`config.mk`:
```
export PLATFORM = sky130hd
export DESIGN_NAME = csm_pin_mux
export DESIGN_NICKNAME = d
export VERILOG_FILES = /design/src/include/csm_pkg.sv /design/src/rtl/csm_pin_mux.sv
export SDC_FILE = /design/constraint.sdc
export NUM_CORES = 1
export LEC_CHECK = 0
export BUFFER_PORTS_ARGS = -buffer_cell sky130_fd_sc_hd__buf_2
export CORE_MARGIN = 2
export CORE_UTILIZATION = 38
export DETAILED_ROUTE_END_ITERATION = 6
export PLACE_DENSITY = 0.78
export RECOVER_POWER = 100
export SYNTH_ARGS = -nofsm -noshare
export SYNTH_HDL_FRONTEND = slang
export SYNTH_SLANG_ARGS = --single-unit
```
`constraint.sdc`:
```
create_clock -name i_clk -period 1.72 [get_ports i_clk]
set_input_delay 0.172 -clock i_clk [delete_from_list [all_inputs] [get_ports i_clk]]
set_output_delay 0.172 -clock i_clk [all_outputs]
set_load 0.02 [all_outputs]
```
`src/include/csm_pkg.sv`:
```
package csm_pkg;
  localparam int CSM_CTL_W = 32;
  // memory controller config bit positions
  localparam int CSM_BIT_CS_TO_4_7 = 11;
  localparam int CSM_BIT_CS_TO_8_11 = 12;
  localparam int CSM_BIT_UNUSED = 13;
  localparam int CSM_BIT_DQM_STROBES = 14;
  localparam int CSM_BIT_DQM_ARB = 15;
  // chip control word status positions
  localparam int CSM_BIT_PCI64_EXT = 9;
  localparam int CSM_BIT_PCI32_EXT = 16;
  // chip select groups
  localparam int CSM_CS_GROUP_W = 4;
  localparam int CSM_NUM_BANKS = 6;
  localparam int CSM_CS_OUT_W = 12;
  localparam logic [CSM_CS_GROUP_W-1:0] CSM_CS_IDLE = 4'hF;
  localparam logic [CSM_CTL_W-1:0] CSM_CTL_ZERO = 32'h0000_0000;
  typedef enum logic [1:0] {CSM_WAIT_PG, CSM_SAMPLE, CSM_HOLD} csm_strap_t;
endpackage

```
`src/rtl/csm_pin_mux.sv`:
```
`timescale 1ns/1ps
`default_nettype none
module csm_pin_mux
  import csm_pkg::*;
(
  input wire logic i_clk,
  input wire logic i_rst,
  input wire logic [CSM_CTL_W-1:0] i_memory_controller_config,
  input wire logic [CSM_CS_OUT_W-1:0] i_mem_chip_select_n,
  input wire logic i_sdram_data_mask_out,
  input wire logic i_row_strobe_second_n,
  input wire logic i_column_strobe_second_n,
  input wire logic i_write_enable_second_n,
  input wire logic i_pci64_arbitration_out,
  input wire logic i_power_good_in,
  input wire logic i_pll_reset,
  input wire logic i_pci32_request_two_n,
  input wire logic i_pci64_request_two_n,
  output logic [CSM_CS_OUT_W-1:0] o_mem_chip_select_n,
  output logic o_row_strobe_second_n,
  output logic o_column_strobe_second_n,
  output logic o_write_enable_second_n,
  output logic o_pci64_arbitration_out,
  output logic o_pci32_arb_enable,
  output logic o_pci64_arb_enable,
  output logic [CSM_CTL_W-1:0] o_chip_control_word
);
  // pin synchronisers, first stage read only by second
  logic pg_s1_r, pg_s2_r, pll_s1_r, pll_s2_r;
  logic r32_s1_r, r32_s2_r, r64_s1_r, r64_s2_r;
  always_ff @(posedge i_clk)
  begin
    if (i_rst)
    begin
      pg_s1_r <= 1'b0;
      pg_s2_r <= 1'b0;
      pll_s1_r <= 1'b0;
      pll_s2_r <= 1'b0;
      r32_s1_r <= 1'b1;
      r32_s2_r <= 1'b1;
      r64_s1_r <= 1'b1;
      r64_s2_r <= 1'b1;
    end
    else
    begin
      pg_s1_r <= i_power_good_in;
      pg_s2_r <= pg_s1_r;
      pll_s1_r <= i_pll_reset;
      pll_s2_r <= pll_s1_r;
      r32_s1_r <= i_pci32_request_two_n;
      r32_s2_r <= r32_s1_r;
      r64_s1_r <= i_pci64_request_two_n;
      r64_s2_r <= r64_s1_r;
    end
  end

  // strap capture
  csm_strap_t state_r, state_nxt;
  logic ext32_r, ext64_r, ext32_nxt, ext64_nxt;
  wire capture = (state_r == CSM_SAMPLE) && pll_s2_r;
  always_comb
  begin
    state_nxt = state_r;
    unique case (state_r)
      CSM_WAIT_PG: if (pg_s2_r) state_nxt = CSM_SAMPLE;
      CSM_SAMPLE: if (!pg_s2_r) state_nxt = CSM_WAIT_PG;
        else if (pll_s2_r) state_nxt = CSM_HOLD;
      CSM_HOLD: if (!pg_s2_r) state_nxt = CSM_WAIT_PG;
    endcase
  end
  assign ext32_nxt = capture ? ~r32_s2_r : ext32_r;
  assign ext64_nxt = capture ? ~r64_s2_r : ext64_r;
  always_ff @(posedge i_clk)
  begin
    if (i_rst)
    begin
      state_r <= CSM_WAIT_PG;
      ext32_r <= 1'b0;
      ext64_r <= 1'b0;
    end
    else
    begin
      state_r <= state_nxt;
      ext32_r <= ext32_nxt;
      ext64_r <= ext64_nxt;
    end
  end

  // chip select routing; only banks 0-5 exist upstream, cs 12-15 absent
  wire [CSM_CS_GROUP_W-1:0] cs_low = i_mem_chip_select_n[CSM_CS_GROUP_W-1:0];
  wire [CSM_CS_GROUP_W-1:0] cs_g1 = i_mem_chip_select_n[2*CSM_CS_GROUP_W-1:CSM_CS_GROUP_W];
  wire [CSM_CS_GROUP_W-1:0] cs_g2 = i_mem_chip_select_n[CSM_CS_OUT_W-1:2*CSM_CS_GROUP_W];
  wire [CSM_CS_GROUP_W-1:0] pin_g1 = i_memory_controller_config[CSM_BIT_CS_TO_4_7] ? cs_low : cs_g1;
  // group two mirror; bit 13 never decoded
  wire [CSM_CS_GROUP_W-1:0] pin_g2 = i_memory_controller_config[CSM_BIT_CS_TO_8_11] ? cs_low : cs_g2;
  wire dqm_str = i_memory_controller_config[CSM_BIT_DQM_STROBES];
  wire dqm_arb = i_memory_controller_config[CSM_BIT_DQM_ARB];
  wire ras_pin = dqm_str ? i_sdram_data_mask_out : i_row_strobe_second_n;
  wire cas_pin = dqm_str ? i_sdram_data_mask_out : i_column_strobe_second_n;
  wire we_pin = dqm_str ? i_sdram_data_mask_out : i_write_enable_second_n;
  wire arb_pin = dqm_arb ? i_sdram_data_mask_out : i_pci64_arbitration_out;
  logic [CSM_CTL_W-1:0] ccw;
  always_comb
  begin
    ccw = CSM_CTL_ZERO;
    ccw[CSM_BIT_PCI32_EXT] = ext32_r;
    ccw[CSM_BIT_PCI64_EXT] = ext64_r;
  end

  // registered pins add one cycle of latency, outputs stay glitch free
  always_ff @(posedge i_clk)
  begin
    if (i_rst)
    begin
      o_mem_chip_select_n <= {CSM_CS_IDLE, CSM_CS_IDLE, CSM_CS_IDLE};
      o_row_strobe_second_n <= 1'b1;
      o_column_strobe_second_n <= 1'b1;
      o_write_enable_second_n <= 1'b1;
      o_pci64_arbitration_out <= 1'b0;
      o_pci32_arb_enable <= 1'b1;
      o_pci64_arb_enable <= 1'b1;
      o_chip_control_word <= CSM_CTL_ZERO;
    end
    else
    begin
      o_mem_chip_select_n <= {pin_g2, pin_g1, cs_low};
      o_row_strobe_second_n <= ras_pin;
      o_column_strobe_second_n <= cas_pin;
      o_write_enable_second_n <= we_pin;
      o_pci64_arbitration_out <= arb_pin;
      o_pci32_arb_enable <= ~ext32_r;
      o_pci64_arb_enable <= ~ext64_r;
      o_chip_control_word <= ccw;
    end
  end

  // output group views, checks compare against last cycle's inputs
  wire [CSM_CS_GROUP_W-1:0] out_g0 = o_mem_chip_select_n[CSM_CS_GROUP_W-1:0];
  wire [CSM_CS_GROUP_W-1:0] out_g1 = o_mem_chip_select_n[2*CSM_CS_GROUP_W-1:CSM_CS_GROUP_W];
  wire [CSM_CS_GROUP_W-1:0] out_g2 = o_mem_chip_select_n[CSM_CS_OUT_W-1:2*CSM_CS_GROUP_W];

  a_cs_group_one: assert property (@(posedge i_clk) disable iff (i_rst)
    i_memory_controller_config[CSM_BIT_CS_TO_4_7] |=> out_g1 == $past(cs_low))
    else $error("cs 4-7 not mirroring cs 0-3");
  a_cs_group_own: assert property (@(posedge i_clk) disable iff (i_rst)
    !i_memory_controller_config[CSM_BIT_CS_TO_4_7] |=> out_g1 == $past(cs_g1))
    else $error("cs 4-7 not on their own pins");
  a_cs_low_pass: assert property (@(posedge i_clk) disable iff (i_rst)
    1'b1 |=> out_g0 == $past(cs_low))
    else $error("cs 0-3 not on their own pins");
  a_cs_group_two: assert property (@(posedge i_clk) disable iff (i_rst)
    i_memory_controller_config[CSM_BIT_CS_TO_8_11] |=> out_g2 == $past(cs_low))
    else $error("cs 8-11 not mirroring cs 0-3");
  a_cs_two_own: assert property (@(posedge i_clk) disable iff (i_rst)
    !i_memory_controller_config[CSM_BIT_CS_TO_8_11] |=> out_g2 == $past(cs_g2))
    else $error("cs 8-11 not on their own pins");
  a_dqm_strobes: assert property (@(posedge i_clk) disable iff (i_rst)
    dqm_str |=> o_write_enable_second_n == $past(i_sdram_data_mask_out)
      && o_row_strobe_second_n == $past(i_sdram_data_mask_out)
      && o_column_strobe_second_n == $past(i_sdram_data_mask_out))
    else $error("data mask missing on strobe pins");
  a_strobes_own: assert property (@(posedge i_clk) disable iff (i_rst)
    !dqm_str |=> o_row_strobe_second_n == $past(i_row_strobe_second_n)
      && o_column_strobe_second_n == $past(i_column_strobe_second_n)
      && o_write_enable_second_n == $past(i_write_enable_second_n))
    else $error("second strobes not on their own pins");
  a_dqm_arb_pin: assert property (@(posedge i_clk) disable iff (i_rst)
    dqm_arb |=> o_pci64_arbitration_out == $past(i_sdram_data_mask_out))
    else $error("data mask missing on arbiter pin");
  a_arb_pin_own: assert property (@(posedge i_clk) disable iff (i_rst)
    !dqm_arb |=> o_pci64_arbitration_out == $past(i_pci64_arbitration_out))
    else $error("arbiter output not on its own pin");
  a_pci32_status: assert property (@(posedge i_clk) disable iff (i_rst)
    ##1 o_chip_control_word[CSM_BIT_PCI32_EXT] == $past(ext32_r) && o_pci32_arb_enable == !$past(ext32_r))
    else $error("pci32 mode status mismatch");
  a_pci64_status: assert property (@(posedge i_clk) disable iff (i_rst)
    ##1 o_chip_control_word[CSM_BIT_PCI64_EXT] == $past(ext64_r) && o_pci64_arb_enable == !$past(ext64_r))
    else $error("pci64 mode status mismatch");
  a_strap_low_ext: assert property (@(posedge i_clk) disable iff (i_rst)
    capture && !r32_s2_r |=> ext32_r ##2 !o_pci32_arb_enable)
    else $error("low pci32 strap did not disable arbiter");
  a_strap_high_int: assert property (@(posedge i_clk) disable iff (i_rst)
    capture && r32_s2_r |=> !ext32_r ##1 o_pci32_arb_enable)
    else $error("high pci32 strap did not keep arbiter");
  a_strap_low_wide: assert property (@(posedge i_clk) disable iff (i_rst)
    capture && !r64_s2_r |=> ext64_r ##1 !o_pci64_arb_enable)
    else $error("low pci64 strap did not disable arbiter");
  a_wide_high_int: assert property (@(posedge i_clk) disable iff (i_rst)
    capture && r64_s2_r |=> !ext64_r ##1 o_pci64_arb_enable)
    else $error("high pci64 strap did not keep arbiter");
  a_no_late_sample: assert property (@(posedge i_clk) disable iff (i_rst)
    !pll_s2_r |=> $stable(ext32_r) && $stable(ext64_r))
    else $error("strap taken without pll reset");
  a_sample_wait: assert property (@(posedge i_clk) disable iff (i_rst)
    state_r == CSM_SAMPLE && pg_s2_r && !pll_s2_r |=> state_r == CSM_SAMPLE)
    else $error("sampling left without pll reset");
  a_hold_rearm: assert property (@(posedge i_clk) disable iff (i_rst)
    state_r == CSM_HOLD && !pg_s2_r |=> state_r == CSM_WAIT_PG)
    else $error("power loss did not re-arm capture");
  a_strap_held: assert property (@(posedge i_clk) disable iff (i_rst)
    state_r == CSM_HOLD && pg_s2_r |=> $stable(ext32_r) && $stable(ext64_r))
    else $error("strap changed while held");
endmodule // csm_pin_mux
`default_nettype wire

```
==> flow_summary.json <==
{
  "cap_violations": 0,
  "die_h_um": 62.04,
  "outcome": "complete, no violations",
  "holdWs_ns": 0.03965,
  "cts_num_sinks": 32,
  "placementRows": 21,
  "fin_tns_setup_ns": 0,
  "via_per_inst": 3.856,
  "ant_nets": 0,
  "diodes": 0,
  "fin_crit_sh": 0.8309,
  "hp-class": "input port to register",
  "rsz0062_at_grt": "no",
  "cp.arrival_ns": 1.64,
  "syn_avg_cell_area_um2": 10.16,
  "htree_num_levels": 2,
  "tightestPinTransition_ns": 1.084,
  "cts-root-buf": "clkbuf_4",
  "yosysTopAreaCell": "dfxtp_1",
  "holdPathStages": 2,
  "place_inst": 214,
  "num_vias": 856,
  "syn_to_final_growth_pct": 17.69,
  "worstSetupPathType": "register to register",
  "crit_required_ns": 1.93,
  "slowest_delay_ns": 0.37,
  "clk_pin_slew_ns": 0.09,
  "portBuffers": 46,
  "holdBufCountCts": 0,
  "grt_pass1_vias": 578,
  "insertion_delay_ns": 0.31,
  "io_pins": 105,
  "critPathCaptureType": "register",
  "clock_skew_ns": 0.005583,
  "routed_wl_mm": 1.839,
  "finalSetupViolCount": 0,
  "final_cell_mix": "dfxtp_1 (32), conb_1 (30), buf_2 (25), clkbuf_1 (21), nor2b_1 (15)",
  "dpl.hpwl_mm": 1.367,
  "cts_tree": "yes",
  "grt_max_degree": 30,
  "yosysSeqAreaShare": 0.5005,
  "crit_fanout": 6,
  "die-area_um2": 3848,
  "hold_violations": 0,
  "initial_core_util": 0.3897,
  "die_w_um": 62.04,
  "grt_pass1_wl_mm": 2.373,
  "path_cells": "inv_1 > ha_1 > nor2b_1 > o22ai_1 > mux2_1",
  "netlist_instances": 126,
  "slew_headroom": 0.2775,
  "finalMaxSlewViolations": 0,
  "r2r_cells": 5,
  "synth-seq-cells": 32,
  "post_cts_buffers": 0,
  "fmax_mhz": 699.7,
  "grt_usage": 0.08924,
  "core_area_um2": 3284,
  "first_pass_iters": 4,
  "routedWlPerCell_um": 8.284,
  "gp_congestion": 0.5924,
  "clockBufferDepth": 2,
  "antenna_found_initial": 0,
  "irDropWorstVdd_uv": 389.4,
  "start_kind": "register",
  "fin_total_pwr_uw": 1699,
  "min_period_ns": 1.429,
  "post_cts_resized": 0,
  "finalNetCount": 233,
  "stdcell_count": 222,
  "drc": 0,
  "cp_slowest_cell": "dfxtp_1",
  "gr-total-overflow": 0,
  "yosys_warnings": 0,
  "netlist_area_um2": 1280,
  "drtIter0Drc": 13,
  "synth_top_area_share": 0.5005,
  "p_leak_uw": 0.0006933,
  "netlist_top_cells_area": "dfxtp_1 (50%), buf_4 (18%), nor2b_1 (7.3%)",
  "cts_made_buffers": 5,
  "layout_commonest_cell": "dfxtp_1",
  "drive_gt1_frac": 0.2330,
  "yosys.cell_types.count": 20,
  "p_per_area_nw_per_um2": 1128
}
==> layer usage <==
| layer | global-route usage | part of all wire | vias up |
|---|---|---|---|
| met2 | 0.1235 | 0.45 | 43 |
| met4 | 0.07295 | 0.023 | 0 |
| met3 | 0.04348 | 0.094 | 4 |
| met1 | 0.1028 | 0.43 | 364 |
| li1 | - | - | 445 |
| met5 | 0 | 0 | - |
==> final cells by class <==
class                           instances  area (µm²)
Multi-Input combinational cell         83       483.0
Inverter                                7       26.28
Tap cell                               46       57.56
Clock inverter                          1       30.03
Sequential cell                        32       640.6
Timing Repair Buffer                   46       203.9
Clock buffer                            7       65.06
Fill cell                             350        1778
==> registers in the layout, indices dropped and copies added (netlist names) <==
signal,count
pll_s2_r,1
o_mem_chip_select_n,12
ext32_r,1
r32_s2_r,1
pg_s1_r,1
o_row_strobe_second_n,1
o_pci32_arb_enable,1
r64_s1_r,1
o_pci64_arbitration_out,1
pg_s2_r,1
r32_s1_r,1
ext64_r,1
o_column_strobe_second_n,1
r64_s2_r,1
o_chip_control_word,2
pll_s1_r,1
o_write_enable_second_n,1
o_pci64_arb_enable,1
state_r,2
==> synthesized netlist by cell type <==
library cell,number
inv_1,7
mux2_1,1
a211oi_1,1
nor2_1,3
buf_2,2
a21oi_1,4
o21ai_0,3
ha_1,3
o22ai_1,1
nand2b_1,1
or2_2,8
nand2_1,1
a211o_1,8
buf_4,30
a311oi_1,2
conb_1,1
clkbuf_1,1
nor2b_1,15
dfxtp_1,32
mux2i_1,2
==> critical path: cells and delay by family (launching register included) <==
| family | cells | cell delay [ns] |
|---|---|---|
| AOI/OAI and AO/OA | 1 | 0.16 |
| muxes | 1 | 0.33 |
| adders and majority gates | 1 | 0.24 |
| and+or+nand+nor | 1 | 0.15 |
| DFF | 1 | 0.37 |
| buffers and inverters | 1 | 0.07 |
==> per-stage QoR <==
step | instance area [µm²] | util | worst slack (ns)
CTS | 1533 | 0.4667 | 0.2798
finish | 1506 | 0.4587 | 0.2908
global route | 1506 | 0.4587 | 0.2130
floorplan | 1389 | - | 0.4111
global placement | 1438 | 0.4377 | 0.3051
detailed placement | 1438 | 0.4377 | 0.2968
==> power by group <==
part | internal (µW) | leakage [µW] | total (µW) | switching (µW)
combinational | 95.1 | 0.000377 | 275 | 180
sequential | 789 | 0.000265 | 806 | 16.7
clock | 386 | 0.0000515 | 619 | 233
total | 1270 | 0.000693 | 1700 | 429
==> cell families after synthesis <==
logic type,synth area share
adder cells (fa/ha/maj),0.02933
AND/OR/NAND/NOR,0.1290
multiplexers,0.02444
buffers and inverters,0.2072
other,0.002930
AO/OA/AOI/OAI,0.1066
flip-flops,0.5005
==> path summary, 6_finish.rpt <==
check	slack (ns)	start	end
min reg2reg	0.42	r64_s1_r	r64_s2_r
max reg2reg	0.29	state_r[1]	state_r[0]
max	0.29	state_r[1]	state_r[0]
min	0.04	i_pci32_request_two_n	r32_s1_r
Power figures use the tool's default switching activity.
